[config.mk]
export PLATFORM = sky130hd
export DESIGN_NAME = pst_serializer
export DESIGN_NICKNAME = d
export VERILOG_FILES = /design/src/include/pst_pkg.sv /design/src/include/pst_word_if.sv /design/src/design/pst_capture.sv /design/src/design/pst_lane_shift.sv /design/src/design/pst_serializer.sv
export SDC_FILE = /design/constraint.sdc
export NUM_CORES = 1
export LEC_CHECK = 0
export ABC_AREA = 1
export BUFFER_PORTS_ARGS = -buffer_cell sky130_fd_sc_hd__buf_2
export CAP_MARGIN = 10
export CORE_MARGIN = 2
export CORE_UTILIZATION = 52
export CTS_BUF_LIST = sky130_fd_sc_hd__clkbuf_2
export DETAILED_ROUTE_END_ITERATION = 6
export PLACE_DENSITY = 0.73
export SYNTH_ARGS = -nofsm -noshare
export SYNTH_HDL_FRONTEND = slang
export SYNTH_HIERARCHICAL = 1
export SYNTH_SLANG_ARGS = --single-unit
export TNS_END_PERCENT = 10
[constraint.sdc]
create_clock -name sys_clk -period 2.62 [get_ports sys_clk]
set_input_delay 0.524 -clock sys_clk [delete_from_list [all_inputs] [get_ports sys_clk]]
set_output_delay 0.524 -clock sys_clk [all_outputs]
set_load 0.005 [all_outputs]
[src/include/pst_pkg.sv]
// Constants shared by the 7:1 pixel serialiser.
// Assumes sys_clk is the seven-times bit clock of the link.
package pst_pkg;
  localparam int PST_LANES = 4;
  localparam int PST_SLOTS = 7;
  localparam int PST_WIDTH = 28;
  localparam int PST_CLK_HIGH_SLOTS = 4;
  localparam int PST_CLK_PERIOD_NS = 20;
  localparam int PST_LOCK_TIME_US = 10;
  localparam int PST_DISABLE_TIME_NS = 12;
  // Least time, rounded up
  localparam int PST_LOCK_CYC =
    (PST_LOCK_TIME_US * 1000 + PST_CLK_PERIOD_NS - 1) / PST_CLK_PERIOD_NS;
  // Longest time, rounded down, at least one cycle
  localparam int PST_DISABLE_CYC =
    (PST_DISABLE_TIME_NS / PST_CLK_PERIOD_NS) < 1 ? 1 :
    (PST_DISABLE_TIME_NS / PST_CLK_PERIOD_NS);
  // Input bit index sent by each lane in each slot
  localparam int PST_MAP [0:PST_LANES-1][0:PST_SLOTS-1] = '{
    '{1, 0, 7, 6, 4, 3, 2},
    '{9, 8, 18, 15, 14, 13, 12},
    '{20, 19, 26, 25, 24, 22, 21},
    '{5, 27, 23, 17, 16, 11, 10}
  };
  typedef enum logic [1:0] {
    PST_OFF,
    PST_ACQUIRE,
    PST_LOCKED
  } pst_lock_t;
endpackage

[src/include/pst_word_if.sv]
// Carries the captured pixel word and load strobe between serialiser parts.
// Assumes a single clock domain.
`timescale 1ns/1ps
`default_nettype none
interface pst_word_if;
  logic load;
  logic clear;
  logic [27:0] word;
  modport src (output load, output word, input clear);
  modport snk (input load, input word, input clear);
endinterface
`default_nettype wire

[src/design/pst_capture.sv]
// Samples the pixel clock and captures the pixel word on the selected edge.
// Assumes pixel inputs are synchronous to sys_clk.
`timescale 1ns/1ps
`default_nettype none
module pst_capture (
  input wire logic sys_clk,
  input wire logic resetn,
  input wire logic pixel_clock_in,
  input wire logic capture_edge_select,
  input wire logic [27:0] pixel_bits,
  pst_word_if.src cap
);
  logic pclk_q, pclk_d, prev_q, prev_d, load_q, load_d;
  logic [27:0] data_q, data_d, word_q, word_d;
  logic edge_hit;

  always_comb begin
    pclk_d = cap.clear ? 1'b0 : pixel_clock_in;
    prev_d = cap.clear ? 1'b0 : pclk_q;
    data_d = cap.clear ? 28'h0 : pixel_bits;
    // Rising edge when select high, falling when low
    edge_hit = capture_edge_select ? (pclk_q & ~prev_q) : (~pclk_q & prev_q);
    load_d = ~cap.clear & edge_hit;
    word_d = cap.clear ? 28'h0 : (edge_hit ? data_q : word_q);
  end

  always_ff @(posedge sys_clk or negedge resetn) begin
    if (!resetn) begin
      pclk_q <= 1'b0;
      prev_q <= 1'b0;
      data_q <= 28'h0;
      load_q <= 1'b0;
      word_q <= 28'h0;
    end else begin
      pclk_q <= pclk_d;
      prev_q <= prev_d;
      data_q <= data_d;
      load_q <= load_d;
      word_q <= word_d;
    end
  end

  assign cap.load = load_q;
  assign cap.word = word_q;
endmodule
`default_nettype wire

[src/design/pst_lane_shift.sv]
// One lane: parallel-load, serial-out shift register, slot 0 first.
// Assumes load pulses no more often than once per slot count.
`timescale 1ns/1ps
`default_nettype none
module pst_lane_shift #(
  parameter int SLOTS = 7
) (
  input wire logic sys_clk,
  input wire logic resetn,
  input wire logic load,
  input wire logic clear,
  input wire logic [SLOTS-1:0] slice,
  output logic lane_bit
);
  logic [SLOTS-1:0] sh_q, sh_d;

  always_comb begin
    if (clear) begin
      sh_d = '0;
    end else if (load) begin
      sh_d = slice;
    end else begin
      sh_d = {1'b0, sh_q[SLOTS-1:1]};
    end
  end

  always_ff @(posedge sys_clk or negedge resetn) begin
    if (!resetn) begin
      sh_q <= '0;
    end else begin
      sh_q <= sh_d;
    end
  end

  assign lane_bit = sh_q[0];
endmodule
`default_nettype wire

[src/design/pst_serializer.sv]
// Top of the 7:1 pixel serialiser: capture, lock tracking, four lanes and
// the forwarded clock. Assumes sys_clk runs at seven times the pixel clock.
`timescale 1ns/1ps
`default_nettype none
//
// Contract
// - Slot 0 sends bits 1, 9, 20, 5
// - Slot 1 sends bits 0, 8, 19, 27
// - Slot 2 sends bits 7, 18, 26, 23
// - Slot 3 sends bits 6, 15, 25, 17
// - Slot 4 sends bits 4, 14, 24, 16
// - Slot 5 sends bits 3, 13, 22, 11
// - Slot 6 sends bits 2, 12, 21, 10
// - Seven equal slots, slot 0 at clock rise
// - Forwarded clock high four slots, low three
// - Lanes valid only after lock time elapses
// - Shutdown turns forwarded clock driver off quickly
// - Capture edge chosen by edge-select input
// - Lanes run seven times the word rate
module pst_serializer
  import pst_pkg::*;
#(
  parameter int LANES = PST_LANES,
  parameter int SLOTS = PST_SLOTS
) (
  input wire logic sys_clk,
  input wire logic resetn,
  input wire logic power_down_n,
  input wire logic pixel_clock_in,
  input wire logic capture_edge_select,
  input wire logic [27:0] pixel_bits,
  output logic [3:0] serial_lane,
  output logic serial_lane_oe,
  output logic forwarded_link_clock,
  output logic forwarded_link_clock_oe,
  output logic lanes_valid
);
  // Elaboration checks on sizes the logic can serve
  if (LANES != PST_LANES || SLOTS != PST_SLOTS || LANES * SLOTS != PST_WIDTH) begin : g_bad_sz
    $error("pst_serializer: lane and slot counts must be 4 and 7");
  end
  if (PST_CLK_HIGH_SLOTS >= SLOTS || PST_LOCK_CYC > 1024) begin : g_bad_time
    $error("pst_serializer: clock shape or lock count out of range");
  end

  pst_word_if wif ();
  pst_lock_t state_q, state_d;
  logic [2:0] slot_q, slot_d;
  logic [3:0] per_q, per_d;
  logic [9:0] lock_q, lock_d;
  logic fclk_q, fclk_d, oe_q, oe_d, valid_q, valid_d;
  logic run_q, run_d;
  logic period_ok, period_bad;
  logic [SLOTS-1:0] slice [0:LANES-1];

  assign wif.clear = ~power_down_n;

  pst_capture u_capture (
    .sys_clk(sys_clk),
    .resetn(resetn),
    .pixel_clock_in(pixel_clock_in),
    .capture_edge_select(capture_edge_select),
    .pixel_bits(pixel_bits),
    .cap(wif)
  );

  // Gather each lane's slice from the captured word
  always_comb begin
    for (int l = 0; l < LANES; l++) begin
      slice[l][0] = wif.word[PST_MAP[l][0]];
      slice[l][1] = wif.word[PST_MAP[l][1]];
      slice[l][2] = wif.word[PST_MAP[l][2]];
      slice[l][3] = wif.word[PST_MAP[l][3]];
      slice[l][4] = wif.word[PST_MAP[l][4]];
      slice[l][5] = wif.word[PST_MAP[l][5]];
      slice[l][6] = wif.word[PST_MAP[l][6]];
    end
  end

  for (genvar g = 0; g < LANES; g++) begin : g_lane
    pst_lane_shift #(.SLOTS(SLOTS)) u_lane (
      .sys_clk(sys_clk),
      .resetn(resetn),
      .load(wif.load),
      .clear(wif.clear),
      .slice(slice[g]),
      .lane_bit(serial_lane[g])
    );
  end

  // Slot counter, forwarded clock and period check
  always_comb begin
    period_ok = (per_q == 4'(SLOTS - 1));
    period_bad = (wif.load && !period_ok) || (per_q > 4'(SLOTS - 1));
    if (wif.clear) begin
      slot_d = 3'h0;
      per_d = 4'h0;
      fclk_d = 1'b0;
      run_d = 1'b0;
    end else if (wif.load) begin
      slot_d = 3'h0;
      per_d = 4'h0;
      fclk_d = 1'b1;
      run_d = 1'b1;
    end else begin
      slot_d = (slot_q == 3'(SLOTS - 1)) ? 3'h0 : slot_q + 3'h1;
      per_d = (per_q == 4'hf) ? per_q : per_q + 4'h1;
      // Held low until the first word, so no stretched first pulse
      fclk_d = run_q && (slot_d < 3'(PST_CLK_HIGH_SLOTS));
      run_d = run_q;
    end
  end

  // Lock tracking: waits the lock time with a steady period
  always_comb begin
    state_d = state_q;
    lock_d = lock_q;
    oe_d = 1'b1;
    valid_d = 1'b0;
    if (wif.clear) begin
      state_d = PST_OFF;
      lock_d = 10'h0;
      oe_d = 1'b0;
    end else begin
      unique case (state_q)
        PST_OFF: begin
          state_d = PST_ACQUIRE;
          lock_d = 10'h0;
        end
        PST_ACQUIRE: begin
          if (period_bad) begin
            lock_d = 10'h0;
          end else if (lock_q >= 10'(PST_LOCK_CYC - 1)) begin
            state_d = PST_LOCKED;
            valid_d = 1'b1;
          end else begin
            lock_d = lock_q + 10'h1;
          end
        end
        PST_LOCKED: begin
          valid_d = ~period_bad;
          if (period_bad) begin
            state_d = PST_ACQUIRE;
            lock_d = 10'h0;
          end
        end
        default: begin
          state_d = PST_OFF;
        end
      endcase
    end
  end

  always_ff @(posedge sys_clk or negedge resetn) begin
    if (!resetn) begin
      slot_q <= 3'h0;
      per_q <= 4'h0;
      fclk_q <= 1'b0;
      run_q <= 1'b0;
    end else begin
      slot_q <= slot_d;
      per_q <= per_d;
      fclk_q <= fclk_d;
      run_q <= run_d;
    end
  end

  always_ff @(posedge sys_clk or negedge resetn) begin
    if (!resetn) begin
      state_q <= PST_OFF;
      lock_q <= 10'h0;
      oe_q <= 1'b0;
      valid_q <= 1'b0;
    end else begin
      state_q <= state_d;
      lock_q <= lock_d;
      oe_q <= oe_d;
      valid_q <= valid_d;
    end
  end

  assign forwarded_link_clock = fclk_q;
  assign forwarded_link_clock_oe = oe_q;
  assign serial_lane_oe = oe_q;
  assign lanes_valid = valid_q;
endmodule
`default_nettype wire

## After elaboration in Yosys (flattened, before gate mapping)

Cells that the tools add are included.

| word-level totals | value |
|---|---|
| register bits | 110 |
| output and inout port bits | 8 |

| cells by class | value |
|---|---|
| $add $sub $neg | 3 |
| magnitude comparators | 3 |
| eq/ne operators | 13 |
| muxes and demuxes | 39 |
| bitwise gates (word level) | 6 |
| reductions and logical operators | 7 |

Operators with widths:

| cell | number |
|---|---|
| 28-bit 2-to-1 mux | 3 |
| 7-bit 2-to-1 mux | 8 |
| 10-bit 2-to-1 mux | 4 |
| 10-bit case mux with 3 select lines | 1 |
| 4-bit 2-to-1 mux | 3 |
| 1-bit 2-to-1 mux | 11 |
| 10-bit by 1-bit adder with 10-bit output, second input constant | 1 |
| 10-bit by 9-bit greater-or-equal comparator with 1-bit output, second input constant | 1 |
| 3-bit 2-to-1 mux | 3 |
| 3-bit inequality test, second input constant | 3 |
| 2-bit 2-to-1 mux | 4 |
| 2-bit case mux with 3 select lines | 1 |
| 3-bit AND reduction | 2 |
| 4-bit by 1-bit adder with 4-bit output, second input constant | 1 |
| 4-bit by 3-bit == test with 1-bit output, second input constant | 1 |
| 4-bit == test, second input constant | 1 |
| 4-bit by 3-bit > comparator with 1-bit output, second input constant | 1 |
| 2-bit by 1-bit inequality test with 1-bit output, second input constant | 2 |
| 4-bit by 1-bit inequality test with 1-bit output, second input constant | 1 |
| 4-bit inequality test, second input constant | 1 |
| 3-bit by 1-bit adder with 3-bit output, second input constant | 1 |
| 1-bit bitwise AND | 3 |
| 3-bit == test, second input constant | 1 |
| 3-bit < comparator, second input constant | 1 |
| other kinds (9) | 12 |

## Logic depth before layout (Yosys ltp)

| logic depth | value |
|---|---|
| depth in word-level cells | 7 |
| gate-level depth with buffers | 11 |

## Hierarchy

Netlist, hierarchy kept.

Modules (own cells, without submodules):

| module | times used | cells an instance | area an instance (um^2) | sequential area each (um^2) |
|---|---|---|---|---|
| pst_capture | 1 | 227 | 2290.9 | 1476.4 |
| pst_serializer | 1 | 171 | 1362.6 | 575.6 |
| pst_lane_shift | 4 | 41 | 310.3 | 175.2 |

## Worst setup path after synthesis

OpenSTA, ideal clock, no wires.

| timing | value |
|---|---|
| path kind | register -> register |
| start | register u_capture.load_q, in the netlist u_capture/cap.load |
| end | register lock_q[5] |
| setup time | 117 ps |
| data arrival time | 1499 ps |
| required time | 2503 ps |
| slack | 1005 ps |
| cell stages (with the launch flop) | 11 |
| path through | dfrtp_1 -> inv_1 -> nand2_1 -> nand2_1 -> nand2_1 -> nor2_1 -> nand2_1 -> nand3_4 -> buf_12 -> nand2_2 -> nand2_1 |

| between the ends | value |
|---|---|
| longest elaborated chain between the ends | 5 |

RTL lines:

| element | RTL line | text |
|---|---|---|
| start, declared | pst_capture.sv:13 | `logic pclk_q, pclk_d, prev_q, prev_d, load_q, load_d;` |
| start signal, assigned | pst_capture.sv:38 | `load_q <= load_d;` |
| 1-bit logical AND (*) | pst_serializer.sv:94 | `period_bad = (wif.load && !period_ok) \|\| (per_q > 4'(SLOTS - 1));` |
| 1-bit logical OR (*) | pst_serializer.sv:94 |  |
| 10-bit 2-to-1 mux | pst_serializer.sv:131 | `if (period_bad) begin` |
| 10-bit case mux with 3 select lines | pst_serializer.sv:125 | `unique case (state_q)` |
| 10-bit 2-to-1 mux | pst_serializer.sv:120 | `if (wif.clear) begin` |
| end signal, assigned | pst_serializer.sv:176 | `lock_q <= lock_d;` |
| end, declared | pst_serializer.sv:50 | `logic [9:0] lock_q, lock_d;` |

Every way passes the cells marked *; elsewhere a longest branch is shown, timed or not.
A chain may end at the register's enable or synchronous reset.

## Worst setup path after layout

| timing | value |
|---|---|
| start | register per_q[0] |
| end | register lock_q[7] |

| between the ends | value |
|---|---|
| longest elaborated chain between the ends | 7 |

RTL lines:

| element | RTL line | text |
|---|---|---|
| start, declared | pst_serializer.sv:49 | `logic [3:0] per_q, per_d;` |
| start signal, assigned | pst_serializer.sv:162 | `per_q <= per_d;` |
| branches (longest 3 deep; another with 4-bit by 3-bit > comparator with 1-bit output) | - |  |
| 1-bit logical OR (*) | pst_serializer.sv:94 |  |
| 10-bit 2-to-1 mux | pst_serializer.sv:131 |  |
| 10-bit case mux with 3 select lines | pst_serializer.sv:125 |  |
| 10-bit 2-to-1 mux | pst_serializer.sv:120 |  |

Every way passes the cells marked *.

==> results.tsv <==
metric	value	unit
CTS tree	yes	
clock skew	40.7	ps
largest cells by area after synthesis	dfrtp_1 (56%), nand2_1 (10%), nor2_1 (8.0%)	
Buffers on Ports	40	
WP data required	3140	ps
Hold WS	64.6	ps
# hold bufs at CTS	1	
Initial Util	0.532	
status	completed	
initial DRC count	167	
Final ANT Viol Nets	0	
post-synthesis cell area	4890	um^2
critical path, cell by cell	inv_1 -> ha_1 -> nand2_2 -> a21oi_4 -> nand3_4 -> nand3_4 -> inv_1 -> nand2_1 -> nand2_1	
most frequent cells in the layout	nand2_1 (130), dfrtp_1 (110), nor2_1 (104), inv_1 (77), buf_2 (39)	
Max Buffers Root-to-Sink	2	
RSZ-0062 raised after global routing	false	
CTS clk-pin slew, worst paths	320	ps
Hold Path Class	in2reg	
minimum clock period after layout	1820	ps
area of the multi-input gates	1630	um^2
total negative slack	0	ps
Relative slew margins	0.638	
num ports	41	
Num CTS Buffers	9	
antenna diode count	0	
post-synthesis area per instance	8.71	um^2
Die W	101	um
Syn. warnings	6	
most common library cell in the layout ignoring fill and taps	nand2_1	
Sink Count	110	
GPL Wtd Cong	0.843	
area delta synth->final	8.05	%
Clk Latency, worst-skew pair	590	ps
crit path DAT	2340	ps
Post-CTS Repair Setup Buffers	0	
sequential fraction of the synthesis area	0.562	
core area	9200	um^2
Pleak	2.86	nW
Max Clk Rate	548	MHz
global-route usage over all layers	0.192	
layout cells sized above 1	0.142	
register area	2750	um^2
Unique masters post-synth	32	
Congestion Overflow GR	0	
row count	35	
Tightest Pin Transition	543	ps
Startpoint Class	flip-flop	
final period utilization	0.696	
critical path endpoint category	flip-flop	
Synth top area share	0.562	
initial antenna violation count	0	
die area	10200	um^2
max-cap violation count	0	
Worst path top cell family by delay	simple AND/OR/NAND/NOR gates	
area leader, netlist	dfrtp_1	
PD cells	572	nW/um^2
via count	3562	
crit-path max FO	18	
Final Slew Violations	0	
first-pass GRT wire length	15.6	mm
Root Driver	clkbuf_2	
final hold violation count	0	
DRC	0	
maximum vdd drop	0.315	mV
Seq cells post-synth	110	
DP HPWL	5.79	mm
Setup CP Type	reg2reg	
Net Count, Synth	601	
DR vias/cell	4.97	
Post-Synthesis Cells	562	
total wire length	8.74	mm
DR WL/cell	12.2	um
die height	101	um
Layout Nets	640	
drt first pass iters	4	
H-tree depth	3	
Filler Cells Inserted	819	
CP max-delay cell	dfrtp_1	
CP bufs+invs	2	
Final setup viols	0	
dpl cell area	5120	um^2
largest net degree at the start of global routing	56	
final instance area	5290	um^2
Critical Path Max Stage Delay	470	ps
post-cts sizing count	0	
vias in the first global route	3446	
[area by class of cell]
| class | instances | share of cell area |
|---|---|---|
| tap | 111 | 0.0263 |
| multi-input combinational | 345 | 0.309 |
| clock buffer | 9 | 0.00852 |
| inverter | 82 | 0.0582 |
| sequential | 110 | 0.520 |
| timing repair buffer | 53 | 0.0639 |
| clock inverter | 7 | 0.0137 |
[state kept, by name, summed over array words and instances, names as in the netlist]
name,flops
forwarded_link_clock,1
forwarded_link_clock_oe,1
g_lane.u_lane/sh_q,28
lanes_valid,1
lock_q,10
per_q,4
run_q,1
slot_q,3
state_q,2
u_capture/cap.load,1
u_capture/cap.word,28
u_capture/data_q,28
u_capture/pclk_q,1
u_capture/prev_q,1
[path summary, 6_finish.rpt]
check / startpoint / endpoint / slack, ps / cells after the start
setup / recovery: per_q[0] / lock_q[7] / 800 / 9
hold / removal: pixel_bits[3] / u_capture/data_q[3] / 60 / 3
setup reg to reg: per_q[0] / lock_q[7] / 800 / 9
hold reg to reg: slot_q[0] / slot_q[0] / 480 / 1
max in group asynchronous: resetn / state_q[0] / 1540 / 3
min in group asynchronous: resetn / u_capture/data_q[1] / 370 / 2
[metal layers]
metal	vias up	part of all wire	GRT usage	wire length [um]
met4	0	0.010	0.0572	90
met5	-	0	0	0
met2	63	0.48	0.319	4160
met1	1675	0.47	0.254	4140
li1	1815	-	-	-
met3	9	0.040	0.0416	346
[stage by stage]
stage	cells	utilization	total power (W)	worst slack, ps
6_report	717	0.575	0.00303	797
3_5_place_dp	696	0.557	0.00231	692
2_1_floorplan	562	-	0.00220	1000
3_3_place_gp	696	0.557	0.00228	801
5_1_grt	717	0.575	0.00321	598
4_1_cts	713	0.571	0.00306	771
[worst register-to-register path: stages, from the launching register on]
cell and delay, ps:
dfrtp_1 470, inv_1 100, ha_1 170, nand2_2 80, a21oi_4 320, nand3_4 160, nand3_4 260, inv_1 90
nand2_1 60, nand2_1 40
[synth_stat cells (all sizes together)]
library cell and number:
a21boi 1, a21oi 3, buf 22, clkbuf 3
clkinv 1, dfrtp 110, ha 6, inv 81
mux2i 1, nand2 134, nand3 41, nand3b 2
nand4 35, nor2 105, nor3 3, o21a 1
o21ai 10, o22ai 1, xnor2 1, xor2 1
[cells by family after synthesis]
group           synth area share
buf+inv                    0.104
fa+ha+maj                 0.0153
mux                      0.00205
simple gates               0.287
xor+xnor                 0.00358
flops                      0.562
compound gates            0.0261
[report_power, final]
group          leakage, nW  internal [W]  switching (W)
combinational         1.30      0.000149       0.000297
clock               0.0697      0.000158       0.000591
sequential            1.49       0.00178      0.0000494
total                 2.86       0.00209       0.000937
No activity file was read; power rests on OpenSTA's default activity.
